<file path="src/include/oc_stage_defines.svh">
// Register map, field positions, setting limits and timing constants
`ifndef OC_STAGE_DEFINES_SVH
`define OC_STAGE_DEFINES_SVH

`define CLK_HZ 10000000
`define TICK_MS 10
`define ALARM_US 10

`define REG_SWITCH 8'h00
`define REG_LOW_SET 8'h04
`define REG_LOW_TIME 8'h08
`define REG_LOW_K 8'h0c
`define REG_HIGH_SET 8'h10
`define REG_HIGH_TIME 8'h14
`define REG_CMD 8'h18
`define REG_STATUS 8'h1c
`define REG_CHECKSUM 8'h20

`define SW_CHAR_BIT 2
`define SW_LATCH_BIT 3
`define SW_HRANGE_BIT 5
`define HIGH_INF_BIT 16
`define CMD_RESET_A_BIT 0
`define CMD_RESET_B_BIT 1

`define RST_SWITCH 16'h0000
`define RST_LOW_SET 16'h0032
`define RST_HIGH_SET 16'h00fa
`define RST_TIME 16'h0005

`define LOW_THR_MIN 16'h0032
`define LOW_THR_MAX 16'h00fa
`define HIGH_THR_MIN_A 16'h00fa
`define HIGH_THR_MAX_A 16'h07d0
`define HIGH_THR_MIN_B 16'h0032
`define HIGH_THR_MAX_B 16'h0190
`define LOW_TIME_MIN 16'h0005
`define HIGH_TIME_MIN 16'h0004
`define TIME_MAX 16'h0064
`define INV_TIME_SCALE 17'h0000a

`endif

</file>
<file path="src/include/oc_stage_pkg.sv">
// Types shared by the overcurrent indication block and its bench
package oc_stage_pkg;
    typedef struct packed {
        logic [15:0] l3;
        logic [15:0] l2;
        logic [15:0] l1;
    } phase_currents_t;

    typedef struct packed {
        logic yellow;
        logic red;
    } two_colour_t;
endpackage : oc_stage_pkg

</file>
<file path="src/logic/overcurrent_stage_indication.sv">
// Two-stage overcurrent start/trip, indication and settings logic
// Operation
// - Each stage: yellow when started, red when tripped
// - Four indications each self-reset or manual-reset
// - Manual indication stays lit until explicit reset
// - Reset button or serial command clears manual
// - Indicator state never affects protection
// - Blank display: trip lights faulted phase indicators
// - Step or reset button clears phase indication
// - Permanent fault lights alarm and drives relay
// - Fault code shown on display
// - Low start current clamped to its range
// - Definite time: three operate time ranges
// - Inverse time uses time multiplier instead
// - High start range set by range switch
// - Infinite high setting disables high stage
// - High operate time in three switch ranges
// - Switchgroup checksum shown when selected
// - Separate block input inhibits each stage trip
// - Two start outputs for auto-reclose
// - Setting shown with its knob indicator lit
// - Start over threshold, trip after delay
// - Latching switch holds trips until reset
`timescale 1ns/10ps
`include "oc_stage_defines.svh"

module overcurrent_stage_indication #(
    parameter int unsigned TICK_CYCLES = (`CLK_HZ / 1000) * `TICK_MS,
    parameter int unsigned ALARM_CYCLES = (`CLK_HZ / 1000000) * `ALARM_US
) (
    // Clock and reset
    input wire logic sys_clk_in,
    input wire logic nrst_in,
    // AHB-Lite slave
    input wire logic hsel_in,
    input wire logic [31:0] haddr_in,
    input wire logic [1:0] htrans_in,
    input wire logic hwrite_in,
    input wire logic [2:0] hsize_in,
    input wire logic [31:0] hwdata_in,
    input wire logic hready_in,
    output logic [31:0] hrdata_out,
    output logic hreadyout_out,
    output logic hresp_out,
    // Measurement
    input wire logic meas_valid_in,
    input wire oc_stage_pkg::phase_currents_t currents_in,
    // External blocking
    input wire logic ext_block_in_a,
    input wire logic ext_block_in_b,
    input wire logic ext_block_in_c,
    // Front panel
    input wire logic step_btn_in,
    input wire logic reset_btn_in,
    input wire logic display_blank_in,
    input wire logic [2:0] display_sel_in,
    // Self-supervision
    input wire logic internal_fault_in,
    input wire logic [11:0] fault_code_in,
    // Stage signals
    output logic low_stage_start_out,
    output logic low_stage_trip_out,
    output logic high_stage_start_out,
    output logic high_stage_trip_out,
    output logic reclose_start_a_out,
    output logic reclose_start_b_out,
    // Indication
    output oc_stage_pkg::two_colour_t low_indicator_out,
    output oc_stage_pkg::two_colour_t high_indicator_out,
    output logic [2:0] phase_fault_out,
    output logic self_supervision_alarm_out,
    output logic supervision_relay_out,
    output logic [15:0] display_value_out,
    output logic display_fault_out,
    output logic [5:0] knob_led_out
);
    import oc_stage_pkg::*;

    if (TICK_CYCLES < 1 || ALARM_CYCLES < 1)
    begin : g_param_check
        $error("TICK_CYCLES and ALARM_CYCLES must be at least 1");
    end

    function automatic logic [15:0] clamp(input logic [15:0] v,
        input logic [15:0] lo, input logic [15:0] hi);
        if (v < lo)
            return lo;
        if (v > hi)
            return hi;
        return v;
    endfunction : clamp

    function automatic logic [16:0] delay_ticks(input logic [15:0] v,
        input logic [15:0] lo, input logic [1:0] range);
        logic [16:0] base;
        base = {1'b0, clamp(v, lo, `TIME_MAX)};
        case (range)
            2'b00: return base;
            2'b11: return 17'(base * 17'd100);
            default: return 17'(base * 17'd10);
        endcase
    endfunction : delay_ticks

    // Registers written by software
    logic [15:0] switch_q;
    logic [15:0] low_set_q, low_time_q, low_k_q, high_time_q;
    logic [16:0] high_set_q;
    logic cmd_a_q, cmd_b_q;
    // Bus state
    logic [7:0] addr_q;
    logic wr_pend_q;
    logic [31:0] rdata_q;
    // Protection state, index 0 low stage, 1 high stage
    logic [2:0] over_q [2];
    logic [16:0] cnt_q [2];
    logic [1:0] trip_q;
    logic [1:0] start_mem_q, trip_mem_q;
    logic [2:0] pf_q;
    logic [31:0] tick_cnt_q, alarm_cnt_q;
    logic tick;
    logic alarm_q;
    logic [11:0] code_q;
    logic [15:0] disp_q;
    logic [5:0] led_q;

    logic [7:0] sg;
    logic [3:0] ind_mode, route;
    logic [15:0] thr [2];
    logic [16:0] target [2];
    logic high_inf;
    logic [1:0] start, block, trip_cond, start_show, trip_show;
    logic ind_clr, latch_clr, pf_clr;
    logic [2:0] pf_set;
    logic addr_ph;
    logic [31:0] rmux;

    assign sg = switch_q[7:0];
    assign ind_mode = switch_q[11:8];
    assign route = switch_q[15:12];
    assign high_inf = high_set_q[`HIGH_INF_BIT];

    assign thr[0] = clamp(low_set_q, `LOW_THR_MIN, `LOW_THR_MAX);
    assign thr[1] = sg[`SW_HRANGE_BIT] ?
        clamp(high_set_q[15:0], `HIGH_THR_MIN_B, `HIGH_THR_MAX_B) :
        clamp(high_set_q[15:0], `HIGH_THR_MIN_A, `HIGH_THR_MAX_A);

    assign target[0] = sg[`SW_CHAR_BIT] ?
        17'(clamp(low_k_q, `LOW_TIME_MIN, `TIME_MAX) * `INV_TIME_SCALE) :
        delay_ticks(low_time_q, `LOW_TIME_MIN, sg[1:0]);
    assign target[1] = delay_ticks(high_time_q, `HIGH_TIME_MIN,
        sg[7:6]);

    assign block[0] = (ext_block_in_a & route[0]) |
        (ext_block_in_c & route[2]);
    assign block[1] = (ext_block_in_b & route[1]) |
        (ext_block_in_c & route[3]);

    // Indicator state is not read here: protection is independent
    always_comb
    begin
        for (int s = 0; s < 2; s++)
        begin
            start[s] = |over_q[s] && !(s == 1 && high_inf);
            trip_cond[s] = start[s] && cnt_q[s] >= target[s] &&
                !block[s];
        end
    end

    assign ind_clr = reset_btn_in | cmd_a_q | cmd_b_q;
    assign latch_clr = (step_btn_in & reset_btn_in) | cmd_a_q;
    assign pf_clr = step_btn_in | reset_btn_in;

    // Time base of 10 ms ticks
    assign tick = tick_cnt_q == TICK_CYCLES - 1;
    always_ff @(posedge sys_clk_in or negedge nrst_in)
    begin
        if (!nrst_in)
            tick_cnt_q <= 32'h0;
        else
            tick_cnt_q <= tick ? 32'h0 : tick_cnt_q + 32'h1;
    end

    // Per-phase comparison on each measurement update
    always_ff @(posedge sys_clk_in or negedge nrst_in)
    begin
        if (!nrst_in)
        begin
            over_q[0] <= 3'h0;
            over_q[1] <= 3'h0;
        end
        else if (meas_valid_in)
        begin
            for (int s = 0; s < 2; s++)
                over_q[s] <= {currents_in.l3 > thr[s],
                    currents_in.l2 > thr[s],
                    currents_in.l1 > thr[s]};
            if (high_inf)
                over_q[1] <= 3'h0;
        end
    end

    // Operate delay counters and trip outputs
    always_ff @(posedge sys_clk_in or negedge nrst_in)
    begin
        if (!nrst_in)
        begin
            cnt_q[0] <= 17'h0;
            cnt_q[1] <= 17'h0;
            trip_q <= 2'b00;
        end
        else
        begin
            for (int s = 0; s < 2; s++)
            begin
                if (!start[s])
                    cnt_q[s] <= 17'h0;
                else if (tick && cnt_q[s] < target[s])
                    cnt_q[s] <= cnt_q[s] + 17'h1;
                trip_q[s] <= trip_cond[s] | (sg[`SW_LATCH_BIT] &
                    trip_q[s] & !latch_clr &
                    !(s == 1 && high_inf));
            end
        end
    end

    // Manual-reset memories; a new event wins over a clear
    always_ff @(posedge sys_clk_in or negedge nrst_in)
    begin
        if (!nrst_in)
        begin
            start_mem_q <= 2'b00;
            trip_mem_q <= 2'b00;
        end
        else
        begin
            for (int s = 0; s < 2; s++)
            begin
                start_mem_q[s] <= start[s] |
                    (start_mem_q[s] & !ind_clr);
                trip_mem_q[s] <= trip_q[s] |
                    (trip_mem_q[s] & !ind_clr);
            end
        end
    end

    always_comb
    begin
        for (int s = 0; s < 2; s++)
        begin
            start_show[s] = start[s] |
                (ind_mode[2 * s] & start_mem_q[s]);
            trip_show[s] = trip_q[s] |
                (ind_mode[2 * s + 1] & trip_mem_q[s]);
        end
    end

    assign low_indicator_out.red = trip_show[0];
    assign low_indicator_out.yellow = start_show[0] & !trip_show[0];
    assign high_indicator_out.red = trip_show[1];
    assign high_indicator_out.yellow = start_show[1] & !trip_show[1];

    assign low_stage_start_out = start[0];
    assign high_stage_start_out = start[1];
    assign low_stage_trip_out = trip_q[0];
    assign high_stage_trip_out = trip_q[1];
    assign reclose_start_a_out = start[0];
    assign reclose_start_b_out = start[1];

    // Faulted-phase indication, caught on a trip while display is dark
    assign pf_set = display_blank_in ?
        (((trip_cond[0] & !trip_q[0]) ? over_q[0] : 3'h0) |
        ((trip_cond[1] & !trip_q[1]) ? over_q[1] : 3'h0)) : 3'h0;
    always_ff @(posedge sys_clk_in or negedge nrst_in)
    begin
        if (!nrst_in)
            pf_q <= 3'h0;
        else
            pf_q <= pf_set | (pf_clr ? 3'h0 : pf_q);
    end
    assign phase_fault_out = pf_q;

    // Self-supervision: a fault that persists is permanent
    always_ff @(posedge sys_clk_in or negedge nrst_in)
    begin
        if (!nrst_in)
        begin
            alarm_cnt_q <= 32'h0;
            alarm_q <= 1'b0;
            code_q <= 12'h000;
        end
        else if (!alarm_q)
        begin
            if (!internal_fault_in)
                alarm_cnt_q <= 32'h0;
            else if (alarm_cnt_q == ALARM_CYCLES - 1)
            begin
                alarm_q <= 1'b1;
                code_q <= fault_code_in;
            end
            else
                alarm_cnt_q <= alarm_cnt_q + 32'h1;
        end
    end
    assign self_supervision_alarm_out = alarm_q;
    assign supervision_relay_out = alarm_q;
    assign display_fault_out = alarm_q;

    // Display: fault code overrides, else the selected setting
    always_ff @(posedge sys_clk_in or negedge nrst_in)
    begin
        if (!nrst_in)
        begin
            disp_q <= 16'h0000;
            led_q <= 6'h00;
        end
        else if (alarm_q)
        begin
            disp_q <= {4'h1, code_q};
            led_q <= 6'h00;
        end
        else
        begin
            led_q <= 6'h00;
            case (display_sel_in)
                3'h0: disp_q <= thr[0];
                3'h1: disp_q <= sg[`SW_CHAR_BIT] ? low_k_q : low_time_q;
                3'h2: disp_q <= high_inf ? 16'hffff : thr[1];
                3'h3: disp_q <= high_time_q;
                3'h4: disp_q <= {8'h00, sg};
                default: disp_q <= 16'h0000;
            endcase
            if (display_sel_in < 3'h5)
                led_q <= 6'(6'h01 << display_sel_in);
        end
    end
    assign display_value_out = disp_q;
    assign knob_led_out = led_q;

    // AHB-Lite slave, zero wait states, always OKAY
    assign addr_ph = hsel_in & hready_in & htrans_in[1];
    always_comb
    begin
        case (haddr_in[7:0])
            `REG_SWITCH: rmux = {16'h0, switch_q};
            `REG_LOW_SET: rmux = {16'h0, low_set_q};
            `REG_LOW_TIME: rmux = {16'h0, low_time_q};
            `REG_LOW_K: rmux = {16'h0, low_k_q};
            `REG_HIGH_SET: rmux = {15'h0, high_set_q};
            `REG_HIGH_TIME: rmux = {16'h0, high_time_q};
            `REG_STATUS: rmux = {20'h0, alarm_q, pf_q, trip_show,
                start_show, trip_q, start};
            `REG_CHECKSUM: rmux = {24'h0, sg};
            default: rmux = 32'h0;
        endcase
    end

    always_ff @(posedge sys_clk_in or negedge nrst_in)
    begin
        if (!nrst_in)
        begin
            addr_q <= 8'h00;
            wr_pend_q <= 1'b0;
            rdata_q <= 32'h0;
        end
        else
        begin
            wr_pend_q <= addr_ph & hwrite_in;
            if (addr_ph)
                addr_q <= haddr_in[7:0];
            if (addr_ph && !hwrite_in)
                rdata_q <= rmux;
        end
    end

    always_ff @(posedge sys_clk_in or negedge nrst_in)
    begin
        if (!nrst_in)
        begin
            switch_q <= `RST_SWITCH;
            low_set_q <= `RST_LOW_SET;
            low_time_q <= `RST_TIME;
            low_k_q <= `RST_TIME;
            high_set_q <= {1'b0, `RST_HIGH_SET};
            high_time_q <= `RST_TIME;
        end
        else if (wr_pend_q)
        begin
            case (addr_q)
                `REG_SWITCH: switch_q <= hwdata_in[15:0];
                `REG_LOW_SET: low_set_q <= hwdata_in[15:0];
                `REG_LOW_TIME: low_time_q <= hwdata_in[15:0];
                `REG_LOW_K: low_k_q <= hwdata_in[15:0];
                `REG_HIGH_SET: high_set_q <= hwdata_in[16:0];
                `REG_HIGH_TIME: high_time_q <= hwdata_in[15:0];
                default: ;
            endcase
        end
    end

    always_ff @(posedge sys_clk_in or negedge nrst_in)
    begin
        if (!nrst_in)
        begin
            cmd_a_q <= 1'b0;
            cmd_b_q <= 1'b0;
        end
        else
        begin
            cmd_a_q <= wr_pend_q && addr_q == `REG_CMD &&
                hwdata_in[`CMD_RESET_A_BIT];
            cmd_b_q <= wr_pend_q && addr_q == `REG_CMD &&
                hwdata_in[`CMD_RESET_B_BIT];
        end
    end

    assign hrdata_out = rdata_q;
    assign hreadyout_out = 1'b1;
    assign hresp_out = 1'b0;
endmodule : overcurrent_stage_indication

</file>
<file path="config.mk">
export PLATFORM = sky130hd
export DESIGN_NAME = overcurrent_stage_indication
export DESIGN_NICKNAME = d
export VERILOG_FILES = /design/src/include/oc_stage_pkg.sv /design/src/logic/overcurrent_stage_indication.sv
export VERILOG_INCLUDE_DIRS = /design/src /design/src/include
export SDC_FILE = /design/constraint.sdc
export NUM_CORES = 1
export LEC_CHECK = 0
export ABC_AREA = 1
export BUFFER_PORTS_ARGS = -buffer_cell sky130_fd_sc_hd__buf_2
export CAP_MARGIN = 0
export CORE_MARGIN = 8
export CORE_UTILIZATION = 31
export DETAILED_ROUTE_END_ITERATION = 6
export HOLD_SLACK_MARGIN = 0.06
export PLACE_DENSITY = 0.45
export SETUP_SLACK_MARGIN = 0.15
export SLEW_MARGIN = 40
export SYNTH_ARGS = -nofsm -noshare
export SYNTH_HDL_FRONTEND = slang
export SYNTH_SLANG_ARGS = --single-unit
export TNS_END_PERCENT = 10
</file>
<file path="constraint.sdc">
create_clock -name sys_clk_in -period 6.9 [get_ports sys_clk_in]
set_input_delay 0 -clock sys_clk_in [delete_from_list [all_inputs] [get_ports sys_clk_in]]
set_output_delay 0 -clock sys_clk_in [all_outputs]
set_load 0.02 [all_outputs]
</file>
==> flow_summary.json <==
{
  "worst_pin_slew_ns": 0.836,
  "layout_setup_ws_ns": 0.718,
  "p_int_w": 0.00320,
  "synthAdderAreaFrac_pct": 16.9,
  "clock_sinks": 273,
  "postRouteAntennaNets": 0,
  "syn_area_um2": 22900,
  "vias": 21800,
  "dieArea_um2": 82700,
  "fmax_mhz": 162,
  "swShare_pct": 32.0,
  "clock_latency_ns": 0.59,
  "pre_cts_ws_ns": 0.962,
  "postSynthRegisterBits": 273,
  "cts_tree": "built",
  "path_class": "flip-flop to flip-flop",
  "first_iter_violations": 1525,
  "grt_usage_pct": 19.1,
  "yosys_warnings": 0,
  "whs_path_depth": 6,
  "cp_max_fo": 6,
  "start_util_pct": 31.3,
  "synth_edf_count": 0,
  "p_switching_w": 0.00151,
  "grt_first_pass_wirelength_um": 124000,
  "port_buffers": 156,
  "nNetsFinal": 3958,
  "synthFlopType": "dfrtp_1",
  "slew_headroom_pct": 43.7,
  "clockBufferDepth": 3,
  "num_antenna_cells": 0,
  "reg2reg_depth": 30,
  "synthXorXnorAreaFrac_pct": 3.41,
  "cts_root_buf": "clkbuf_16",
  "ir_drop_mv": 0.186,
  "p_seq_share_pct": 36.9,
  "tns_ns": 0,
  "r2r_slack_ns": 0.72,
  "synthTopCellsByArea": "dfrtp_1, ha_1, nand2_1, inv_1, o21ai_0",
  "dp_hpwl_um": 62800,
  "synthMuxAreaShare_pct": 0.0985,
  "detail_route.wl_per_cell_um": 17.8,
  "die_y_um": 288,
  "endpoint": "phase_fault_out[1]",
  "hp-class": "input port to flip-flop",
  "routed_wl_um": 80200,
  "syn_inst": 3195,
  "fin_area_um2": 27000,
  "grt_max_degree": 128,
  "htree_levels": 2,
  "r2r-end": "phase_fault_out[1]",
  "cp-startpoint": "low_time_q[12]",
  "leakage_nw": 14.4,
  "fp.dieW_um": 288,
  "hold_violations": 0,
  "setup_violations": 0,
  "yosysTopAreaCell": "dfrtp_1",
  "synth_top_cells_by_count": "nand2_1, inv_1, nor2_1",
  "dr.pass1.iters": 5,
  "start_kind": "flip-flop",
  "power_frac_comb_pct": 20.2,
  "synth.top_cell.area_share_pct": 28.2,
  "cts_made_buffers": 39,
  "fillers": 7903,
  "synth-seq-area-share_pct": 30.0,
  "overflow": 0,
  "final_layout_size_suffix_gt1_share_pct": 8.64,
  "grt_pass1_vias": 21200,
  "synth_compound_area_share_pct": 13.1,
  "ios": 217,
  "avgViaCountPerCell": 4.85,
  "pwr-share-clk_pct": 42.9,
  "async_flop_share_pct": 100,
  "area_delta_synth_final_pct": 18.3,
  "crit_path_max_incr_delay_ns": 0.54,
  "antenna_found_initial": 5,
  "post-route-min-period_ns": 6.18,
  "regToRegStartpoint": "low_time_q[12]",
  "synth_cell_types": 63,
  "worstSetupEndpointType": "flip-flop",
  "coreArea_um2": 73000,
  "finalMaxSlewViolations": 0,
  "power_density_nw_per_um2": 174,
  "critPathRequiredTime_ns": 7.36,
  "status": "completed",
  "period_share_pct": 89.6,
  "remaining_drc_errors": 0,
  "crit_top_cell": "nand2_1",
  "rsz0062_at_grt": "false",
  "cts.clk_slew.worst_paths_ns": 0.06,
  "synth_top_family_by_area": "simple AND/OR/NAND/NOR gates",
  "synth_most_common_cell": "nand2_1",
  "rows": 99,
  "cap_violations": 0,
  "critPathSlowestCell": "dlygate4sd3_1",
  "yosys.area_share.simple_pct": 27.9,
  "worstPathArrival_ns": 6.65,
  "place_area_um2": 25100,
  "finClkSkew_ns": 0.0447,
  "syn_area_per_cell_um2": 7.15,
  "place_congestion": 0.899
}
==> area by class of cell <==
type,instances,area (um^2),area share (%)
clock buffers,53,1100,4.06
clock inverters,15,180,0.666
inverters,404,1520,5.62
multi-input cells,2556,14600,53.8
flip-flops and latches,273,6850,25.3
well taps,959,1200,4.44
repair buffers,242,1650,6.08
==> flip-flops by register name, indices dropped and copies added, names as in the netlist, 2 cells and up <==
name / cells
high_time_q: 16
over_q: 6
hrdata_out: 17
knob_led_out: 6
tick_cnt_q: 32
phase_fault_out: 3
addr_q: 8
low_set_q: 16
high_set_q: 17
start_mem_q: 2
trip_mem_q: 2
trip_q: 2
cnt_q: 34
low_time_q: 16
low_k_q: 16
switch_q: 16
display_value_out: 16
code_q: 12
alarm_cnt_q: 32
==> cell usage in the layout (no fill, tap or decap), types with 73 or more instances in the layout <==
cell / n
ha_1: 276
nor3_1: 76
o21ai_0: 258
a21oi_1: 150
nand2_1: 836
conb_1: 127
dfrtp_1: 258
nor2_1: 287
nand3_1: 162
inv_1: 391
buf_2: 155
xor2_1: 73
==> per-layer routing <==
| metal | wire length, um | global-route usage (%) |
|---|---|---|
| met4 | 2910 | 6.59 |
| met5 | 13 | 0 |
| met3 | 3870 | 2.95 |
| met2 | 35100 | 30.2 |
| met1 | 38300 | 26.4 |
==> how the worst min path moves through the flow <==
stage	from	end	slack, ns
6_report	currents_in[23]	over_q[1]	0.10
5_1_grt	currents_in[46]	over_q[2]	0.15
4_1_cts	currents_in[23]	over_q[1]	0.07
3_5_place_dp	nrst_in	knob_led_out[5]	0.09
3_3_place_gp	nrst_in	knob_led_out[5]	0.09
2_1_floorplan	nrst_in	addr_q[0]	-0.30
==> worst max-delay path, delay by kind of cell (launching register included) <==
kind / cells / cell delay, ns
compound gates: 5 / 0.74
simple gates: 16 / 2.50
flops: 1 / 0.42
fa+ha+maj: 5 / 1.70
buf+inv: 4 / 0.68
==> kinds of logic (layout without fill, tap and decap cells) <==
family,count (synthesis),count (layout)
multiplexers,2,2
XOR/XNOR,89,89
flip-flops,273,273
other,2,127
buffers and inverters,491,714
AND/OR/NAND/NOR,1504,1504
adder cells (fa/ha/maj),297,297
AO/OA/AOI/OAI,537,537
==> power groups by stage <==
stage / logic, W / clock network [W] / registers [W]
finish: 0.000950 / 0.00202 / 0.00174
global route: 0.00109 / 0.00215 / 0.00175
CTS: 0.000912 / 0.00209 / 0.00174
detailed placement: 0.000874 / 0 / 0.00176
global placement: 0.000870 / 0 / 0.00176
floorplan: 0.000620 / 0 / 0.00174
==> through the flow <==
stage                     power, W  utilization, %  std cells  hold slack (ns)
after floorplan            0.00236               -       3320           -0.296
after global placement     0.00263            34.3       4367           0.0898
after detailed placement   0.00264            34.4       4367           0.0894
after CTS                  0.00474            37.0       4500           0.0650
after global routing       0.00498            37.1       4502            0.146
final                      0.00471            37.1       4502            0.103
==> timing repair <==
action                                  4_1_cts  5_1_grt
hold buffers                                 65        0
endpoints found under the setup margin        0        2
endpoints found under the hold margin       266        0
gates resized for setup                       0        2
setup buffers                                 0        1
No activity file was read; power rests on OpenSTA's default activity.
